[src/logic/dpsc_consts.svh]
// Reset values, strap encodings and port count for the downstream strap control
`ifndef DPSC_CONSTS_SVH
`define DPSC_CONSTS_SVH

// Number of downstream ports
`define DPSC_PORTS 4
// Sampled level of the shared power strap that selects ganged switching
`define DPSC_GANGED_SEL 1'b1
// Sampled level of the suspend strap that selects active-high enables
`define DPSC_POL_HIGH_SEL 1'b1
// Mode select level that picks the EEPROM master interface
`define DPSC_EEPROM_SEL 1'b1
// Fault input level that reports an overcurrent event
`define DPSC_FAULT_ACTIVE 1'b0
// Level driven on an indicator pin to light its lamp (active low pin)
`define DPSC_LED_ON 1'b0
// Level driven when an open-drain serial pin is pulled low
`define DPSC_SERIAL_LOW 1'b0
// Reset value of every captured per-port field
`define DPSC_PORT_RST 4'h0

`endif

[src/logic/dpsc_pkg.sv]
// Types shared by the downstream strap control logic
package dpsc_pkg;

  // Capture cycle after reset release, then normal running
  typedef enum logic {
    DPSC_HOLD,
    DPSC_RUN
  } dpsc_state_t;

endpackage : dpsc_pkg

[src/logic/dpsc_strap_ctrl.sv]
// Downstream port power, fault, indicator and reset-strap capture logic
`include "dpsc_consts.svh"

module dpsc_strap_ctrl #(
  parameter int PORTS = `DPSC_PORTS
) (
  input wire logic clk,
  input wire logic srst,
  // Power/charge pins, two-way
  input wire logic [PORTS-1:0] port_power_charge_pin_in,
  output logic [PORTS-1:0] port_power_charge_pin_out,
  output logic [PORTS-1:0] port_power_charge_pin_oe,
  // Per-port power requests from the hub core, active high
  input wire logic [PORTS-1:0] port_power_request,
  // Fault inputs from the power switches, active low
  input wire logic [PORTS-1:0] port_fault_input_n,
  // Amber indicator pins, two-way
  input wire logic [PORTS-1:0] amber_removable_pin_in,
  output logic [PORTS-1:0] amber_removable_pin_out,
  output logic [PORTS-1:0] amber_removable_pin_oe,
  input wire logic [PORTS-1:0] amber_led_request,
  // Green indicator pins, two-way
  input wire logic [PORTS-1:0] green_port_used_pin_in,
  output logic [PORTS-1:0] green_port_used_pin_out,
  output logic [PORTS-1:0] green_port_used_pin_oe,
  input wire logic [PORTS-1:0] green_led_request,
  // Straps and mode pins
  input wire logic shared_power_strap,
  input wire logic highspeed_suspend_pin_in,
  input wire logic serial_mode_select,
  // Open-drain serial pins
  input wire logic serial_clock_pin_in,
  output logic serial_clock_pin_out,
  output logic serial_clock_pin_oe,
  input wire logic serial_data_pin_in,
  output logic serial_data_pin_out,
  output logic serial_data_pin_oe,
  // Pull-low requests from the EEPROM master and SMBus slave engines
  input wire logic eeprom_clock_pull,
  input wire logic eeprom_data_pull,
  input wire logic smbus_clock_pull,
  input wire logic smbus_data_pull,
  // Loaded configuration: presence and low-power disable bit
  input wire logic ext_config_present,
  input wire logic low_power_state_disable_bit,
  // Captured configuration and status
  output logic [PORTS-1:0] battery_charge_support,
  output logic [PORTS-1:0] removable_config,
  output logic [PORTS-1:0] port_used_config,
  output logic [PORTS-1:0] port_overcurrent,
  output logic ganged_mode,
  output logic power_active_high,
  output logic eeprom_mode,
  output logic u1u2_disable,
  output logic u1u2_no_initiate,
  output logic straps_valid
);

  typedef struct packed {
    dpsc_pkg::dpsc_state_t st;
    logic [PORTS-1:0] bc;
    logic [PORTS-1:0] rmbl;
    logic [PORTS-1:0] used;
    logic [PORTS-1:0] oc;
    logic [PORTS-1:0] pwr_out;
    logic [PORTS-1:0] pwr_oe;
    logic [PORTS-1:0] amb_out;
    logic [PORTS-1:0] amb_oe;
    logic [PORTS-1:0] grn_out;
    logic [PORTS-1:0] grn_oe;
    logic ganged;
    logic pol_high;
    logic strap_scl;
    logic strap_sda;
    logic eeprom;
    logic scl_oe;
    logic sda_oe;
    logic scl_out;
    logic sda_out;
    logic u1u2_dis;
    logic u1u2_noinit;
    logic valid;
  } dpsc_regs_t;

  dpsc_regs_t s;
  dpsc_regs_t next_s;

  // Pin level that requests power, given the sampled polarity
  function automatic logic power_level(input logic en, input logic pol_high);
    power_level = pol_high ? en : ~en;
  endfunction : power_level

  // Next state: one capture cycle after release, then steady control
  always_comb begin
    next_s = s;
    case (s.st)
      dpsc_pkg::DPSC_HOLD: begin
        // All pins still undriven here, so the pins show their straps
        // ganged strap
        next_s.ganged = (shared_power_strap == `DPSC_GANGED_SEL);
        next_s.pol_high = (highspeed_suspend_pin_in == `DPSC_POL_HIGH_SEL);
        next_s.bc = (shared_power_strap == `DPSC_GANGED_SEL) ?
                    {PORTS{port_power_charge_pin_in[0]}} : port_power_charge_pin_in;
        next_s.rmbl = amber_removable_pin_in;
        next_s.used = green_port_used_pin_in;
        next_s.strap_scl = serial_clock_pin_in;
        next_s.strap_sda = serial_data_pin_in;
        next_s.valid = 1'b1;
        next_s.st = dpsc_pkg::DPSC_RUN;
      end
      dpsc_pkg::DPSC_RUN: begin
        for (int i = 0; i < PORTS; i++) begin
          next_s.pwr_out[i] = power_level(s.ganged ? port_power_request[0] :
                                          port_power_request[i], s.pol_high);
          // fault is active low; ganged shares port 0 sensing
          next_s.oc[i] = s.ganged ? (port_fault_input_n[0] == `DPSC_FAULT_ACTIVE) :
                         (port_fault_input_n[i] == `DPSC_FAULT_ACTIVE);
          // lamps only once straps are held
          next_s.amb_out[i] = amber_led_request[i] ? `DPSC_LED_ON : ~`DPSC_LED_ON;
          next_s.grn_out[i] = green_led_request[i] ? `DPSC_LED_ON : ~`DPSC_LED_ON;
        end
        next_s.pwr_oe = {PORTS{1'b1}};
        next_s.amb_oe = {PORTS{1'b1}};
        next_s.grn_oe = {PORTS{1'b1}};
        next_s.eeprom = (serial_mode_select == `DPSC_EEPROM_SEL);
        next_s.scl_oe = (serial_mode_select == `DPSC_EEPROM_SEL) ?
                        eeprom_clock_pull : smbus_clock_pull;
        next_s.sda_oe = (serial_mode_select == `DPSC_EEPROM_SEL) ?
                        eeprom_data_pull : smbus_data_pull;
        // Open drain: only ever pull low, the resistor gives the high
        next_s.scl_out = `DPSC_SERIAL_LOW;
        next_s.sda_out = `DPSC_SERIAL_LOW;
        // loaded bit wins; data strap sets both, clock strap only sets no-initiate
        if (ext_config_present) begin
          next_s.u1u2_dis = low_power_state_disable_bit;
          next_s.u1u2_noinit = low_power_state_disable_bit;
        end else begin
          next_s.u1u2_dis = s.strap_sda;
          next_s.u1u2_noinit = s.strap_sda | s.strap_scl;
        end
      end
      default: begin
        next_s.st = dpsc_pkg::DPSC_HOLD;
      end
    endcase
    // Reset releases every pin so the straps can settle
    if (srst) begin
      next_s = '0;
      next_s.st = dpsc_pkg::DPSC_HOLD;
      next_s.bc = `DPSC_PORT_RST;
      next_s.rmbl = `DPSC_PORT_RST;
      next_s.used = `DPSC_PORT_RST;
    end
  end

  // State register
  always_ff @(posedge clk) begin
    s <= next_s;
  end

  // Outputs straight from the state register
  assign port_power_charge_pin_out = s.pwr_out;
  assign port_power_charge_pin_oe = s.pwr_oe;
  assign amber_removable_pin_out = s.amb_out;
  assign amber_removable_pin_oe = s.amb_oe;
  assign green_port_used_pin_out = s.grn_out;
  assign green_port_used_pin_oe = s.grn_oe;
  assign serial_clock_pin_out = s.scl_out;
  assign serial_clock_pin_oe = s.scl_oe;
  assign serial_data_pin_out = s.sda_out;
  assign serial_data_pin_oe = s.sda_oe;
  assign battery_charge_support = s.bc;
  assign removable_config = s.rmbl;
  assign port_used_config = s.used;
  assign port_overcurrent = s.oc;
  assign ganged_mode = s.ganged;
  assign power_active_high = s.pol_high;
  assign eeprom_mode = s.eeprom;
  assign u1u2_disable = s.u1u2_dis;
  assign u1u2_no_initiate = s.u1u2_noinit;
  assign straps_valid = s.valid;
endmodule : dpsc_strap_ctrl

[config.mk]
export PLATFORM = sky130hd
export DESIGN_NAME = dpsc_strap_ctrl
export DESIGN_NICKNAME = d
export VERILOG_FILES = /design/src/logic/dpsc_pkg.sv /design/src/logic/dpsc_strap_ctrl.sv
export VERILOG_INCLUDE_DIRS = /design/src /design/src/logic
export SDC_FILE = /design/constraint.sdc
export NUM_CORES = 1
export LEC_CHECK = 0
export ABC_AREA = 0
export BUFFER_PORTS_ARGS = -buffer_cell sky130_fd_sc_hd__buf_2
export CAP_MARGIN = 10
export CELL_PAD_IN_SITES_DETAIL_PLACEMENT = 1
export CELL_PAD_IN_SITES_GLOBAL_PLACEMENT = 2
export CORE_MARGIN = 8
export CORE_UTILIZATION = 25
export DETAILED_ROUTE_END_ITERATION = 7
export PLACE_DENSITY = 0.86
export SYNTH_ARGS = -nofsm -noshare
export SYNTH_HDL_FRONTEND = slang
export SYNTH_SLANG_ARGS = --single-unit
[constraint.sdc]
create_clock -name clk -period 1.4 [get_ports clk]
set_input_delay 0.07 -clock clk [delete_from_list [all_inputs] [get_ports clk]]
set_output_delay 0.07 -clock clk [all_outputs]
set_load 0.01 [all_outputs]
; After elaboration in Yosys (flattened, before gate mapping)
; Index checks and enable logic that the tools add are counted.
[totals]
n_memories = 0
elab_cells = 50
latchBits = 0
ff_bits = 40
input_bits = 41
romBits = 0
mem_bits_rw = 0
output_inout_bits = 50
[op_classes]
div_mod_pow = 0
add_sub_neg = 0
reduce_logical = 0
mul = 0
n_eq_ne = 0
shift = 0
bitwise_logic = 9
muxes = 22
magnitude_cmp = 0
[op_table]
columns = operator, n
row1 = $mux 1, 20
row2 = $not 1->1, 8
row3 = $mux 4, 1
row4 = $mux 2, 1
row5 = $or 1x1->1, 1

; Logic depth before layout (Yosys ltp)
[depth]
depth_word = 3
mapped_depth = 5
mapped_depth_nobuf = 3

; Worst setup path before layout
; No wires, ideal clock.
[synth_path]
path_kind = reg2reg
startpoint = reg s, in the netlist ganged_mode
endpoint = reg s, in the netlist port_power_charge_pin_out[1]
path_stages_with_launch = 5
arrival_time_ns = 0.994
t_required_ns = 1.314
path_slack_ns = 0.321
path_buffers = 1
setup_time_ns = 0.086
synth_period_minus_slack_ns = 1.079
cell_sequence = dfxtp_1 -> buf_6 -> mux2i_1 -> xnor2_1 -> a211oi_1
[synth_via]
elab_chain_len = 3
[synth_lines]
columns = element, line_no
row1 = from (decl), dpsc_strap_ctrl.sv:85  ; dpsc_regs_t s;
row2 = from (signal assigned), dpsc_strap_ctrl.sv:158  ; s <= next_s;
row3 = $mux 1 *, dpsc_strap_ctrl.sv:113  ; next_s.pwr_out[i] = power_level(s.ganged ? port_power_request[0] :
row4 = $not 1->1, dpsc_strap_ctrl.sv:90  ; power_level = pol_high ? en : ~en;
row5 = $mux 1 *, dpsc_strap_ctrl.sv:90
; Every way passes the cells marked *; elsewhere a longest branch is shown, timed or not.
; A chain may end at the register's enable or synchronous reset.

; Worst setup path in the final report
[layout_path]
startpoint = reg s, in the netlist ganged_mode
endpoint = out ganged_mode
[layout_rtl]
columns = element, line_no
row1 = to (decl), dpsc_strap_ctrl.sv:51  ; output logic ganged_mode,
; No word-level cell between the ends.

==> results.yml <==
die:
  start_util: 0.257
  die_w_um: 102
  coreArea_sq_mm: 0.00721
  ios: 91
  die_h_um: 102
  rows: 31
  die-area_sq_mm: 0.0104
global_routing:
  track_usage: 0.0904
  grt_max_degree: 38
  grt_pass1_wl_mm: 7.47
  grt_pass1_vias: 1534
  gr-total-overflow: 0
  antenna_found_initial: 0
run:
  cap_violations: 0
critical_path:
  path_buf_inv: 2
  crit_path_max_fanout: 5
  start_kind: "flop"
  cp.arrival_ns: 1.06
  critPathSlowestCell: "dfxtp_1"
  reg2reg_slack_ns: 0.30
  crit_family: "flip-flops"
  r2r_start: "ganged_mode$_SDFFE_PP0N_"
  crit_type: "flop to primary output"
  rr_worst_depth: 3
  slowest_delay_ns: 0.44
  cp_cell_sequence: "buf_4 -> buf_2"
  crit_path_end_kind: "primary output"
  r2r_end: "port_power_charge_pin_out[3]$_SDFFE_PP0P_"
  worstPathRequired_ns: 1.33
cells_and_area:
  multiInputGateArea_sq_um: 663
  nNetsFinal: 292
  antenna_cells: 0
  seq_area_sq_um: 802
  fillers: 872
  area_growth_pct: 21.7
  drive_gt1_frac: 0.398
power:
  p_sw_mw: 0.637
  leakage_nw: 1.11
  comb_power_share: 0.180
  p_total_mw: 2.41
  p_seq_frac: 0.525
  clkPwrFrac: 0.295
  power_density_mw_per_mm2: 1070
  internal-power_mw: 1.77
  peakVddDrop_mv: 0.344
  switching_share: 0.265
clock_network:
  cts_tree: "built"
  clock_latency_ns: 0.28
  cts_setup_buffers: 0
  ctsHoldBuffers: 9
  cts-root-buf: "clkbuf_8"
  clk_path_buf_depth: 2
  cts_buffers: 5
  htree_levels: 2
  cts_sinks: 40
  ctsResizeCount: 0
  clk_pin_slew_ns: 0.07
timing:
  setup_tns_ns: 0
  finalHoldViolCount: 0
  period_share: 0.809
  fmax_mhz: 883
  setup_violations: 0
  report.final.slew_viol_count: 0
  post-route-min-period_ns: 1.13
  fin_worst_skew_ns: 0.00276
  rsz0062_at_grt: "false"
  fin_ws_ns: 0.267
synth:
  yosys-mux-area-fraction: 0.162
  netlist.area_leader.share: 0.432
  ys_warn_count: 0
  synth_area_leaders: "dfxtp_1, buf_4, mux2i_1"
  synth_cells: 196
  syn_area_sq_mm: 0.00185
  yosys.cell_count.top_type: "buf_4"
  yosys.area.top_type: "dfxtp_1"
  synth_top_family_by_area: "buffers and inverters"
  yosys.cell_types.count: 17
  synthSimpleGateAreaFrac: 0.0939
  ys_seq_area_frac: 0.432
  async_flop_share: 0
  synthFlopType: "dfxtp_1"
  synth-compound-area-share: 0.0790
  syn_area_per_cell_sq_um: 9.45
  synth_xor_area_frac: 0.0189
  synthAdderAreaFrac: 0
  synth_edf_count: 0
  synthTopCellsByCount: "buf_4, dfxtp_1, nor2_1"
  ys_ff_latch: 40
detailed_routing:
  drtIter0Drc: 10
  vias_per_cell: 4.05
  wl_mm: 4.74
  drc: 0
  wire_per_inst_um: 13.5
  via_count: 1418
  drtAntennaViolNets: 0
  dr.pass1.iters: 2
min_path:
  hold_end: "removable_config[3]$_SDFFE_PP0N_"
  holdPathStages: 3
  hp-start: "amber_removable_pin_in[3]"
  hold_class: "primary input to flop"
placed_design:
  numPortBuffers: 88
  post-place-ws_ns: 0.291
  place_hpwl_mm: 3.64
  place_congestion: 0.673
run_status:
  outcome: "completed"
-- metrics by stage --
stage | utilization | std cells | hold WS, ns | instance area (sq um)
after detailed placement | 0.289 | 334 | 0.258 | 2090
after CTS | 0.313 | 350 | 0.000420 | 2250
after floorplan | - | 197 | 0.169 | 1860
after global placement | 0.289 | 334 | 0.254 | 2090
after global routing | 0.313 | 350 | 0.0172 | 2250
final | 0.313 | 350 | 0.0180 | 2250
-- layer usage --
| metal | vias to the layer above | global-route usage | routed length [um] |
|---|---|---|---|
| met1 | 651 | 0.0989 | 1900 |
| met5 | - | 0 | 0 |
| li1 | 709 | - | - |
| met3 | 4 | 0.0470 | 554 |
| met4 | 0 | 0.0237 | 27 |
| met2 | 54 | 0.150 | 2260 |
-- kinds of logic after synthesis --
logic type | after synthesis
other | 1
and+or+nand+nor | 43
muxes | 30
DFF | 40
AOI/OAI and AO/OA | 21
buffers and inverters | 57
xor gates and xnor gates | 4
-- sequential cells by signal (all words and copies together) (netlist names) --
signal,cells
u1u2_no_initiate,1
straps_valid,1
port_used_config,4
s,3
port_power_charge_pin_out,4
amber_removable_pin_out,4
removable_config,4
battery_charge_support,4
port_overcurrent,4
green_port_used_pin_out,4
serial_clock_pin_oe,1
u1u2_disable,1
power_active_high,1
serial_data_pin_oe,1
green_port_used_pin_oe,1
ganged_mode,1
eeprom_mode,1
-- tightest hold or removal path: cells and delay by family --
| family | cells | cell delay (ns) |
|---|---|---|
| multiplexers | 1 | 0.05 |
| AND/OR/NAND/NOR | 1 | 0.07 |
| buffers and inverters | 1 | 0.08 |
-- area by class of cell --
type | instances | area share
clock buffer | 6 | 0.0322
clock inverter | 1 | 0.00222
inverter | 2 | 0.00333
multi-input combinational | 100 | 0.294
sequential | 40 | 0.356
tap | 99 | 0.0549
timing repair buffer | 102 | 0.257
-- power groups by stage --
stage / combinational (mW) / sequential [mW] / clock [mW]
after global routing: 0.482 / 1.28 / 0.823
after floorplan: 0.335 / 1.28 / 0
after CTS: 0.446 / 1.26 / 0.772
final: 0.434 / 1.26 / 0.710
after global placement: 0.417 / 1.29 / 0
after detailed placement: 0.425 / 1.29 / 0
-- layout by cell type (no fill, tap or decap) --
cell	instances
buf_2	88
dfxtp_1	39
nor2_1	35
mux2i_1	30
a211oi_1	15
dlygate4sd3_1	9
clkbuf_8	5
xnor2_1	4
buf_4	4
nand2_1	3
o21ai_0	3
and2_1	3
inv_1	2
nand2b_1	2
a21oi_1	2
conb_1	2
o311ai_0	1
clkbuf_1	1
clkinv_2	1
buf_12	1
dfxtp_2	1
-- worst max path at each step --
stage	end	start	cells after the start
2_1_floorplan	port_power_charge_pin_out[1]$_SDFFE_PP0P_	ganged_mode$_SDFFE_PP0N_	4
3_3_place_gp	port_power_charge_pin_out[3]$_SDFFE_PP0P_	ganged_mode$_SDFFE_PP0N_	3
3_5_place_dp	port_power_charge_pin_out[3]$_SDFFE_PP0P_	ganged_mode$_SDFFE_PP0N_	3
4_1_cts	ganged_mode	ganged_mode$_SDFFE_PP0N_	2
5_1_grt	ganged_mode	ganged_mode$_SDFFE_PP0N_	2
6_report	ganged_mode	ganged_mode$_SDFFE_PP0N_	2
No activity file was read; power rests on OpenSTA's default activity.
